$ cat config.mk
export PLATFORM = sky130hd
export DESIGN_NAME = spio_port
export DESIGN_NICKNAME = d
export VERILOG_FILES = /design/src/rtl/spio_pkg.sv /design/src/rtl/spio_cn.sv /design/src/rtl/spio_port.sv
export SDC_FILE = /design/constraint.sdc
export NUM_CORES = 1
export LEC_CHECK = 0
export ABC_AREA = 0
export BUFFER_PORTS_ARGS = -buffer_cell sky130_fd_sc_hd__buf_2
export CORE_UTILIZATION = 40
export DETAILED_ROUTE_END_ITERATION = 10
export GPL_ROUTABILITY_DRIVEN = 0
export PLACE_DENSITY_LB_ADDON = 0.2
export SETUP_SLACK_MARGIN = 0.2
export SYNTH_ARGS = -nofsm -noshare
export SYNTH_HDL_FRONTEND = slang
export SYNTH_HIERARCHICAL = 1
export SYNTH_SLANG_ARGS = --single-unit
$ cat constraint.sdc
create_clock -name clk_i -period 4 [get_ports clk_i]
set_clock_uncertainty 0.15 [all_clocks]
set_input_delay 0.8 -clock clk_i [delete_from_list [all_inputs] [get_ports clk_i]]
set_output_delay 0.8 -clock clk_i [all_outputs]
set_load 0.005 [all_outputs]
$ cat src/rtl/spio_pkg.sv
/*
 shared pin i/o port: constants, register offsets, reset values, pin masks.
 assumes a 10 mhz system clock and a plain single-cycle register port.
*/
package spio_pkg;
    // sizes
    localparam int NPIN = 16; // port width, also remappable pin count
    localparam int NCN = 21; // change notify pins
    localparam int NCNX = 5; // change notify pins outside the port
    localparam int AW = 4; // register address width
    localparam int DW = 16; // register data width
    // register offsets
    localparam logic [AW-1:0] REG_DIR = 4'h0;
    localparam logic [AW-1:0] REG_LAT = 4'h1;
    localparam logic [AW-1:0] REG_PIN = 4'h2;
    localparam logic [AW-1:0] REG_ODC = 4'h3;
    localparam logic [AW-1:0] REG_ANCFG = 4'h4;
    localparam logic [AW-1:0] REG_CNEN_A = 4'h5;
    localparam logic [AW-1:0] REG_CNEN_B = 4'h6;
    localparam logic [AW-1:0] REG_PU_A = 4'h7;
    localparam logic [AW-1:0] REG_PU_B = 4'h8;
    localparam logic [AW-1:0] REG_MAP = 4'h9;
    localparam logic [AW-1:0] REG_LOCK = 4'ha;
    // reset values
    localparam logic [DW-1:0] RST_DIR = 16'hffff;
    localparam logic [DW-1:0] RST_ZERO = 16'h0000;
    localparam logic [DW-1:0] RST_ANCFG = 16'h0000;
    localparam logic [NCN-1:0] RST_CN = 21'h000000;
    localparam logic RST_LOCK = 1'b0;
    // variant masks: bonded bits, analog capable bits, open-drain capable bits
    localparam logic [DW-1:0] IMPL_MASK = 16'h7fff;
    localparam logic [DW-1:0] ANA_MASK = 16'h003f;
    localparam logic [DW-1:0] ODC_MASK = 16'hff00;
    // lock register: bit 0 sets the lock, this key clears it
    localparam int LOCK_BIT = 0;
    localparam logic [DW-1:0] UNLOCK_KEY = 16'h5a00;
    // clock
    localparam int CLK_PERIOD_NS = 100;

    // keep only bits that exist on this variant
    function automatic logic [DW-1:0] impl(input logic [DW-1:0] v);
        impl = v & IMPL_MASK;
    endfunction
endpackage

$ cat src/rtl/spio_cn.sv
/*
 change notification detector for the shared pin i/o port.
 assumes levels arrive already sampled on clk_i.
*/
`timescale 1ns/1ns
module spio_cn
    import spio_pkg::*;
(
    // clock and reset
    input wire logic clk_i,
    input wire logic nrst_i,
    // pin levels and enables
    input wire logic [NCN-1:0] level_i,
    input wire logic [NCN-1:0] en_i,
    // request to the processor
    output logic req_o
);
    logic [NCN-1:0] last_q; // level seen on the previous edge
    logic [NCN-1:0] diff; // enabled pins that moved

    // compare against the latched level; disabled pins never flag
    assign diff = (level_i ^ last_q) & en_i;

    // latch every level so enabling a pin later does not see a stale edge
    always_ff @(posedge clk_i) begin
        if (!nrst_i) begin
            last_q <= RST_CN;
        end else begin
            last_q <= level_i;
        end
    end

    // one-cycle request per change; this needs the clock, so a sleeping
    // system wakes on the second edge after the clock restarts
    always_ff @(posedge clk_i) begin
        if (!nrst_i) begin
            req_o <= 1'b0;
        end else begin
            req_o <= |diff;
        end
    end
endmodule // spio_cn

$ cat src/rtl/spio_port.sv
/*
 shared pin i/o port: direction, latch, pin read, peripheral ownership mux,
 open drain, analog read masking, routing map with lock, change notify.
 assumes pad inputs synchronous to clk_i and a one-cycle register port.
*/
// Local design decisions: the plain strobed port and the address map.
`timescale 1ns/1ns
module spio_port
    import spio_pkg::*;
(
    // clock and reset
    input wire logic clk_i,
    input wire logic nrst_i,
    // register port
    input wire logic [AW-1:0] addr_i,
    input wire logic [DW-1:0] wdata_i,
    input wire logic wr_i,
    input wire logic rd_i,
    output logic [DW-1:0] rdata_o,
    // pads
    input wire logic [NPIN-1:0] pad_in_i,
    output logic [NPIN-1:0] pad_out_o,
    output logic [NPIN-1:0] pad_oe_o,
    output logic [NCN-1:0] pullup_o,
    // peripheral side, one lane per pin after routing
    input wire logic [NPIN-1:0] periph_en_i,
    input wire logic [NPIN-1:0] periph_drv_i,
    input wire logic [NPIN-1:0] periph_out_i,
    output logic [NPIN-1:0] periph_in_o,
    // change notification
    input wire logic [NCNX-1:0] cn_ext_i,
    output logic cn_irq_o
);
    // configuration state
    logic [DW-1:0] dir_q; // 1 = input
    logic [DW-1:0] lat_q; // output latch
    logic [DW-1:0] odc_q; // open-drain select
    logic [DW-1:0] ancfg_q; // 0 = analog, 1 = digital
    logic [NCN-1:0] cnen_q; // change notify enables
    logic [NCN-1:0] pu_q; // weak pull-up enables
    logic [NPIN-1:0] map_q; // 1 = peripheral routed to pin
    logic lock_q; // routing map locked
    // sampled inputs
    logic [DW-1:0] pin_q; // pad levels
    logic [NCNX-1:0] cnx_q; // extra change notify levels
    // combinational
    logic [NPIN-1:0] own_p; // peripheral owns the driver
    logic [NPIN-1:0] port_oe; // port wants to drive
    logic [NPIN-1:0] port_od; // port drives in open-drain style
    logic [DW-1:0] pin_rd; // pin register read value
    logic [DW-1:0] rdata_d; // read mux
    logic wr_dir, wr_lat, wr_odc, wr_an, wr_map, wr_lock; // write decode

    // strobe-qualified address match, shared by the write decodes
    function automatic logic hit(input logic stb, input logic [AW-1:0] a,
            input logic [AW-1:0] r);
        hit = stb && (a == r);
    endfunction

    // write decode, one register per strobe
    assign wr_dir = hit(wr_i, addr_i, REG_DIR);
    assign wr_lat = hit(wr_i, addr_i, REG_LAT) || hit(wr_i, addr_i, REG_PIN);
    assign wr_odc = hit(wr_i, addr_i, REG_ODC);
    assign wr_an = hit(wr_i, addr_i, REG_ANCFG);
    assign wr_map = hit(wr_i, addr_i, REG_MAP) && !lock_q;
    assign wr_lock = hit(wr_i, addr_i, REG_LOCK);

    // direction: all inputs after reset, missing bits forced to input
    always_ff @(posedge clk_i) begin
        if (!nrst_i) begin
            dir_q <= RST_DIR;
        end else if (wr_dir) begin
            dir_q <= wdata_i | ~IMPL_MASK;
        end
    end

    // output latch, reached through both the latch and pin offsets
    always_ff @(posedge clk_i) begin
        if (!nrst_i) begin
            lat_q <= RST_ZERO;
        end else if (wr_lat) begin
            lat_q <= impl(wdata_i);
        end
    end

    // open-drain select, only on capable pins
    always_ff @(posedge clk_i) begin
        if (!nrst_i) begin
            odc_q <= RST_ZERO;
        end else if (wr_odc) begin
            odc_q <= impl(wdata_i) & ODC_MASK;
        end
    end

    // analog config: zero means analog, so shared pins start analog
    always_ff @(posedge clk_i) begin
        if (!nrst_i) begin
            ancfg_q <= RST_ANCFG;
        end else if (wr_an) begin
            ancfg_q <= wdata_i;
        end
    end

    // change notify enables, low 16 in one register, rest in the other
    always_ff @(posedge clk_i) begin
        if (!nrst_i) begin
            cnen_q <= RST_CN;
        end else if (hit(wr_i, addr_i, REG_CNEN_A)) begin
            cnen_q[DW-1:0] <= wdata_i;
        end else if (hit(wr_i, addr_i, REG_CNEN_B)) begin
            cnen_q[NCN-1:DW] <= wdata_i[NCNX-1:0];
        end
    end

    // weak pull-up enables, same split; software must clear them on
    // digital outputs, the hardware does not override that choice
    always_ff @(posedge clk_i) begin
        if (!nrst_i) begin
            pu_q <= RST_CN;
        end else if (hit(wr_i, addr_i, REG_PU_A)) begin
            pu_q[DW-1:0] <= wdata_i;
        end else if (hit(wr_i, addr_i, REG_PU_B)) begin
            pu_q[NCN-1:DW] <= wdata_i[NCNX-1:0];
        end
    end

    // routing map: one bit per remappable pin, zero keeps the port bit
    always_ff @(posedge clk_i) begin
        if (!nrst_i) begin
            map_q <= RST_ZERO;
        end else if (wr_map) begin
            map_q <= wdata_i;
        end
    end

    // lock: set by bit 0, cleared only by the key, so a stray write
    // cannot open the map again
    always_ff @(posedge clk_i) begin
        if (!nrst_i) begin
            lock_q <= RST_LOCK;
        end else if (wr_lock) begin
            if (wdata_i == UNLOCK_KEY) begin
                lock_q <= 1'b0;
            end else if (wdata_i[LOCK_BIT]) begin
                lock_q <= 1'b1;
            end
        end
    end

    // pad sampling; reads see levels one cycle late, so with the registered pads software
    // leaves two cycles between a write and a read of the same port
    always_ff @(posedge clk_i) begin
        if (!nrst_i) begin
            pin_q <= RST_ZERO;
            cnx_q <= RST_CN[NCNX-1:0];
        end else begin
            pin_q <= pad_in_i;
            cnx_q <= cn_ext_i;
        end
    end

    // ownership: an enabled, routed peripheral that drives takes the pin;
    // enabled but idle leaves it to the port
    assign own_p = periph_en_i & map_q & periph_drv_i & IMPL_MASK;
    assign port_oe = ~dir_q & IMPL_MASK & ~own_p;
    assign port_od = port_oe & odc_q;

    // output mux pair: data and enable, registered at the pads
    always_ff @(posedge clk_i) begin
        if (!nrst_i) begin
            pad_out_o <= RST_ZERO;
            pad_oe_o <= RST_ZERO;
        end else begin
            pad_out_o <= (own_p & periph_out_i) | (~own_p & lat_q & ~port_od);
            pad_oe_o <= own_p | (port_oe & ~(port_od & lat_q));
        end
    end

    // peripheral input: blocked while the port itself drives the pin
    always_ff @(posedge clk_i) begin
        if (!nrst_i) begin
            periph_in_o <= RST_ZERO;
        end else begin
            periph_in_o <= pad_in_i & ~port_oe & IMPL_MASK;
        end
    end

    // pull-up pads
    always_ff @(posedge clk_i) begin
        if (!nrst_i) begin
            pullup_o <= RST_CN;
        end else begin
            pullup_o <= pu_q;
        end
    end

    // pin read: analog-capable pins in analog mode read as low
    assign pin_rd = impl(pin_q) & ~(ANA_MASK & ~ancfg_q);

    // read mux; unmapped offsets read zero
    always_comb begin
        rdata_d = RST_ZERO;
        if (addr_i == REG_DIR) begin
            rdata_d = impl(dir_q);
        end else if (addr_i == REG_LAT) begin
            rdata_d = impl(lat_q);
        end else if (addr_i == REG_PIN) begin
            rdata_d = pin_rd;
        end else if (addr_i == REG_ODC) begin
            rdata_d = odc_q;
        end else if (addr_i == REG_ANCFG) begin
            rdata_d = ancfg_q;
        end else if (addr_i == REG_CNEN_A) begin
            rdata_d = cnen_q[DW-1:0];
        end else if (addr_i == REG_CNEN_B) begin
            rdata_d = {11'h000, cnen_q[NCN-1:DW]};
        end else if (addr_i == REG_PU_A) begin
            rdata_d = pu_q[DW-1:0];
        end else if (addr_i == REG_PU_B) begin
            rdata_d = {11'h000, pu_q[NCN-1:DW]};
        end else if (addr_i == REG_MAP) begin
            rdata_d = map_q;
        end else if (addr_i == REG_LOCK) begin
            rdata_d = {15'h0000, lock_q};
        end
    end

    // read data stands only in the cycle after the strobe
    always_ff @(posedge clk_i) begin
        if (!nrst_i) begin
            rdata_o <= RST_ZERO;
        end else if (rd_i) begin
            rdata_o <= rdata_d;
        end else begin
            rdata_o <= RST_ZERO;
        end
    end

    // change notify on port pins plus the extra inputs
    spio_cn u_cn (
        .clk_i(clk_i),
        .nrst_i(nrst_i),
        .level_i({cnx_q, pin_q}),
        .en_i(cnen_q),
        .req_o(cn_irq_o)
    );
endmodule // spio_port

==> metrics, run 1 <==
status finished, final reports clean; critical-path maximum fanout 29; iteration-0 DRC count of the detailed router ~450; IR drop worst, VDD 0.326 mV; Post-Synthesis Mean Instance Area 9.49 sq um; DP Area 10700 sq um; WS Path Type primary input to register; worst-margin pin slew roughly 0.88 ns; cell count after placement between 1000 and 1500; initial antenna violation count 0; CTS root buffer clkbuf_16; time the final worst path needs with I/O delays and setup 2.63 ns; count of pins over their slew limit 0; via total after detailed routing 7689; max-cap violations 0; hold crit path type register to register; Max Root-Sink Buffers 3; die area approximately 25000 sq um; leading cell types in the layout, fill and taps excluded dfxtp_1, buf_2, nand2_1; async set-or-reset flop fraction in the synthesized netlist 0%; wire length per cell 18.4 microns; post-detailed-route count of antenna-violating nets 0; worst-skew pair later-pin latency 0.53 ns; reg-to-reg setup timing slack about 2.2 ns; leak pwr a little over 5 nW; slack of the critical path between 1 and 1.5 ns; postcts setup bufs 0; maximum operating frequency between 0.3 and 0.4 GHz; I/O Pins around 180; final-layout setup total negative slack 0 ns; clock tree from TritonCTS built; worst slack at placement 0.877 ns; startpoint types primary input; height of the die approximately 160 microns; final total power roughly 5.4 mW; count of TritonRoute iterations in the first routing pass 5; count of cell types in the netlist 66; post-detailed-route DRC marker count 0; CTS Sinks 237; Min Hold Slack around 0.3 ns; aggregate global routing overflow 0; total number of yosys warnings 6; Layout Nets around 1300; cts hold-fix bufs 0; chip width 158 microns; part of the Yosys area used for sequential elements roughly half; Total Wirelength between 20000 and 30000 microns; utilization after layout between 40% and 50%; H-tree depth 1; first-pass GRT wire length 42400 microns; total global routing track utilization ~22%; starting density of the core around 41%; critical path endpoint category register; data arrival time of the worst path roughly 2.9 ns; total of endpoints with negative setup slack in the final report 0; main flop type after synthesis dfxtp_1; number of port buffers between 150 and 200; post-route non-filler standard cell count around 1500; number of diodes added for antenna fixing 0; internal power consumption 4.19 mW; synthesis-stage register bit count 237; final hold viol count 0; DP HPWL approximately 19000 microns; Mapped Cells slightly above 1000; area overhead of the layout relative to synthesis 19.7%; Vias/cell 5.09; power spent charging and discharging nets ~1.2 mW; total number of placement rows 56; switch share ~23%; Post-Syn Area about 10000 sq um; sequential cell fraction of total power a little under half; via count of the first global-routing pass around 7400; Tcrit/Tclk final between 60% and 70%; commonest non-fill, non-tap cell in the layout dfxtp_1; largest net degree at the start of global routing 85; RSZ-0062 raised after global routing false; clk slew on worst S/H paths 0.06 ns; number of cells upsized or downsized after cts 0; clock buffers created by TritonCTS 26; power density over cell area 465 nW/um^2; combinational power share between 6 and 7%; relative slew slack between 40% and 50%; CORE AREA 23700 sq um; share of final-layout standard cells stronger than drive strength 1 between 20 and 25%; required time of the critical path approximately 4.3 ns; Final Instance Area around 12000 sq um; clock network fraction of total power roughly 48%; EDFF count, synth 0
## kinds of logic after synthesis
family	after synthesis	synth area share [%]
AND/OR/NAND/NOR	353	19.2
AO/OA/AOI/OAI	243	16.9
flip-flops	237	48.7
buffers and inverters	97	5.47
multiplexers	75	7.75
XOR/XNOR	21	1.89
other	1	0.0385
## cell usage after synthesis (all sizes together) (5+ instances only)
library cell | instances | share of area, %
buf | 39 | 3.2
and3 | 7 | 0.45
a22oi | 19 | 1.5
dfxtp | 237 | 49
and2 | 72 | 4.6
nor2b | 72 | 4.6
inv | 22 | 0.87
nand2 | 127 | 5.0
a21oi | 40 | 2.1
nand3 | 27 | 1.5
o21a | 23 | 1.8
o22ai | 9 | 0.58
o21ai | 54 | 2.8
o211ai | 10 | 1.2
xor2 | 21 | 1.9
o221ai | 10 | 0.90
clkbuf | 36 | 1.4
a31oi | 5 | 0.32
a21boi | 53 | 4.1
mux2i | 71 | 7.3
nor2 | 30 | 1.4
## critical path, stage by stage
cell and delay, ns:
buf_2 0.30, nor2_2 0.72, nand2_1 0.14, nor2_2 0.60, mux2i_1 0.26, nor2b_1 0.07
## state kept, by name, indices dropped and copies added (netlist names)
register     cells
pu_q            21
pullup_o        21
lat_q           15
lock_q           1
map_q           16
pad_out_o       15
cnen_q          21
rdata_o         16
dir_q           15
odc_q            7
pin_q           16
u_cn/last_q     21
u_cn/req_o       1
pad_oe_o        15
cnx_q            5
ancfg_q         16
periph_in_o     15
## area by class of cell
cell class / count / area (sq um)
fillers: 2357 / 12000
flip-flops and latches: 237 / 4740
multi-input cells: 695 / 4480
repair buffers: 191 / 1020
clock buffers: 34 / 742
well taps: 319 / 399
clock inverters: 14 / 200
inverters: 22 / 85.1
## per-layer routing
metal	global-route usage [%]	wire length [microns]
met4	7.14	793
met5	0	0
met2	38.4	13200
met3	3.28	1340
met1	28.6	12400
## power by group through the flow
stage	logic, mW	registers, mW	clock network, mW
4_1_cts	0.361	2.45	2.65
3_5_place_dp	0.359	2.50	0
5_1_grt	0.394	2.46	2.76
6_report	0.361	2.45	2.61
3_3_place_gp	0.357	2.50	0
2_1_floorplan	0.228	2.50	0
## path summary, 6_finish.rpt
check,start,to,depth (start not counted)
setup / recovery,addr_i[3],odc_q[11],6
hold reg to reg,dir_q[6],pad_oe_o[6],1
setup reg to reg,pin_q[1],u_cn/req_o,4
hold / removal,dir_q[6],pad_oe_o[6],1
Power figures use the tool's default switching activity.
==> run 2, diff against run 1 <==
--- a/config.mk
+++ b/config.mk
@@ -5,7 +5,7 @@
 export SDC_FILE = /design/constraint.sdc
 export NUM_CORES = 1
 export LEC_CHECK = 0
-export ABC_AREA = 0
+export ABC_AREA = 1
 export BUFFER_PORTS_ARGS = -buffer_cell sky130_fd_sc_hd__buf_2
 export CORE_UTILIZATION = 40
 export DETAILED_ROUTE_END_ITERATION = 10
==> constraint.sdc (replaced) <==
create_clock -name clk_i -period 2.4 [get_ports clk_i]
set_clock_uncertainty 0.15 [all_clocks]
set_input_delay 0.48 -clock clk_i [delete_from_list [all_inputs] [get_ports clk_i]]
set_output_delay 0.48 -clock clk_i [all_outputs]
set_load 0.005 [all_outputs]
==> run 2 against run 1 <==
  * Combinational power is 51% higher
  * Setup slack worse by 0.66 ns
  * Area after synthesis decreased by 6.5%
  * Utilization increased by 1.5 points
  * Count of clock-buffer cells in the layout is 3 higher
  * Clock power is 57% higher
==> metrics, run 2 <==
status finished, final reports clean; CTS Sinks 237 (unchanged); total of endpoints with negative setup slack in the final report 0 (unchanged); leading cell types in the layout, fill and taps excluded dfxtp_1, nand2_1, inv_1; final-layout setup total negative slack 0 ns (unchanged); async set-or-reset flop fraction in the synthesized netlist 0% (unchanged); worst hold path startpoint pad_in_i[8]; RSZ-0062 raised after global routing false; postcts setup bufs 0 (unchanged); biggest area contributors in the synthesized netlist dfxtp_1, nand2_1, a21oi_1; utilization after layout 50.8% (+1.5 points); combinational power share 6.2% (-0.5 points); largest net degree at the start of global routing 58 (-32%); Total Wirelength 26600 microns (-4.2%); Yosys top cell by area dfxtp_1; cell count after placement 1619 (+11%); CTS root buffer clkbuf_16; critical-path maximum fanout 25 (-14%); power density over cell area 781 nW/um^2 (+68%); crit-path cells buf_2, nor2_2, inv_2, nor2_2, inv_2, a21oi_4, inv_2, o21ai_0, a21oi_1; main flop type after synthesis dfxtp_1; worst-margin pin slew 0.567 ns (-0.312 ns); share of final-layout standard cells stronger than drive strength 1 18.6% (-3.4 points); total global routing track utilization 22.4% (+0.075 points); final hold viol count 0 (unchanged); IR drop worst, VDD 0.469 mV (+44%); reg2reg start lock_q; sequential cell fraction of total power 46.9% (+1.7 points); total number of yosys warnings 6 (unchanged); slowest cell on the critical path inv_2; area overhead of the layout relative to synthesis 23.1%; number of cells upsized or downsized after cts 0 (unchanged); clock network fraction of total power 46.8% (-1.3 points); DP HPWL 18600 microns (-2.6%); data arrival time of the worst path 1.93 ns (-0.97 ns); WS Path Type primary input to register; Vias/cell 4.88 (-4.1%); chip width 153 microns (-3.3%); worst-skew pair later-pin latency 0.52 ns (about the same); total number of placement rows 54 (-3.6%); aggregate global routing overflow 0 (unchanged); longest individual stage delay on the worst path 0.27 ns (-0.45 ns); slack of the critical path 0.710 ns (-0.657 ns); post-route non-filler standard cell count 1676 (+11%); required time of the critical path 2.64 ns (-1.63 ns); CORE AREA 22100 sq um (-6.7%); clock buffers created by TritonCTS 26 (unchanged); via count of the first global-routing pass 7456 (+0.23%); initial antenna violation count 0 (unchanged); via total after detailed routing 8172 (+6.3%); post-detailed-route DRC marker count 0 (unchanged); power spent charging and discharging nets 1.99 mW (+61%); library cell appearing most often on the critical path inv_2; EDFF count, synth 0 (unchanged); dominant cell by count in the synthesized netlist dfxtp_1; count of pins over their slew limit 0 (unchanged); starting density of the core 41.2% (+0.094 points); clk slew on worst S/H paths 0.06 ns (about the same); commonest non-fill, non-tap cell in the layout dfxtp_1; relative slew slack 62.2% (+21 points); die area 23400 sq um (-6.4%); clock tree from TritonCTS built; worst slack at placement 0.201 ns (-0.676 ns); startpoint types primary input; time the final worst path needs with I/O delays and setup 1.69 ns; max-cap violations 0 (unchanged); count of cell types in the netlist 31 (-53%); switch share 22.7% (about the same); internal power consumption 6.77 mW (+62%); Min Hold Slack 0.0183 ns (-0.276 ns); leak pwr 5.38 nW (+5.4%); Post-Syn Area 9110 sq um (-6.5%); cts hold-fix bufs 10 (+10); I/O Pins 179 (unchanged); number of diodes added for antenna fixing 0 (unchanged); part of the Yosys area used for sequential elements 52.1% (+3.4 points); critical path endpoint category register; number of port buffers 172 (unchanged); Tcrit/Tclk final just over 70%; first-pass GRT wire length 41000 microns (-3.4%); Layout Nets 1470 (+16%); synthesis-stage register bit count 237 (unchanged); H-tree depth 1 (unchanged); first element of the critical path addr_i[3]; post-detailed-route count of antenna-violating nets 0 (unchanged); Mapped Cells 1201 (+17%); proportion of netlist area held by the largest area contributor 52.1% (+3.4 points); commonest cells in the netlist dfxtp_1, nand2_1, inv_1; maximum operating frequency 0.592 GHz; Max Root-Sink Buffers 3 (unchanged); Post-Synthesis Mean Instance Area 7.59 sq um (-20%); count of TritonRoute iterations in the first routing pass 5 (unchanged); wire length per cell 15.9 microns (-14%); fill count 2200 (-6.7%); height of the die 153 microns (-3.3%); hold crit path type primary input to register; iteration-0 DRC count of the detailed router 551 (+22%)
-- run 2: cell count changes after synthesis, moves of 21 or more --
| cell | previous run | this run |
|---|---|---|
| o21a_1 | 23 | 0 |
| mux2i_1 | 71 | 0 |
| a21boi_0 | 50 | 0 |
| a21oi_1 | 39 | 173 |
| nor2b_1 | 72 | 0 |
| inv_1 | 21 | 198 |
| xor2_1 | 21 | 0 |
| nand3_1 | 25 | 76 |
| and2_1 | 71 | 0 |
| o21ai_0 | 53 | 114 |
| nand2_1 | 124 | 233 |
-- run 2: kinds of logic (layout without fill, tap and decap cells) --
logic type	after synthesis	count (layout)	synth area share (%)
other cells	1	3	0.0412
flops	237	237	52.1
buf+inv	267	460	12.0
compound gates	323	323	18.5
simple gates	373	373	17.4
-- run 2: per-layer routing --
layer  track usage (%)  routed length, microns
met5                 0                       0
met4              5.77                     531
met3              3.46                    1780
met2              34.8                   11600
met1              32.3                   12600
-- run 2: worst max-delay path: cells and delay by family --
kind                   cells  cell delay (ns)
AO/OA/AOI/OAI              3             0.52
buffers and inverters      4             0.60
AND/OR/NAND/NOR            2             0.32
-- run 2: path summary, 6_finish.rpt --
check | to | slack (ns) | depth (start not counted)
worst max-delay path | lat_q[1] | 0.71 | 9
worst min-delay path | pin_q[8] | 0.02 | 3
worst max register to register | map_q[14] | 0.84 | 5
worst min register to register | pullup_o[19] | 0.28 | 2
-- run 2: through the flow --
stage	power [mW]	area, sq um
after global routing	9.07	11200
final	8.75	11200
after detailed placement	4.72	10200
after CTS	8.85	11200
after floorplan	4.47	9120
after global placement	4.71	10200
-- run 2: power by group through the flow --
| stage | combinational (mW) | clock (mW) | sequential [mW] |
|---|---|---|---|
| 6_report | 0.545 | 4.10 | 4.11 |
| 5_1_grt | 0.609 | 4.34 | 4.12 |
| 4_1_cts | 0.543 | 4.20 | 4.11 |
| 3_5_place_dp | 0.529 | 0 | 4.19 |
| 3_3_place_gp | 0.521 | 0 | 4.19 |
| 2_1_floorplan | 0.290 | 0 | 4.18 |
-- run 2: area by class of cell --
class	count	area, sq um	area share (%)
flip-flops and latches	237	4740	42.3
multi-input cells	699	3280	29.3
repair buffers	205	1160	10.4
inverters	208	781	6.96
clock buffers	37	763	6.81
well taps	280	350	3.12
clock inverters	10	129	1.15
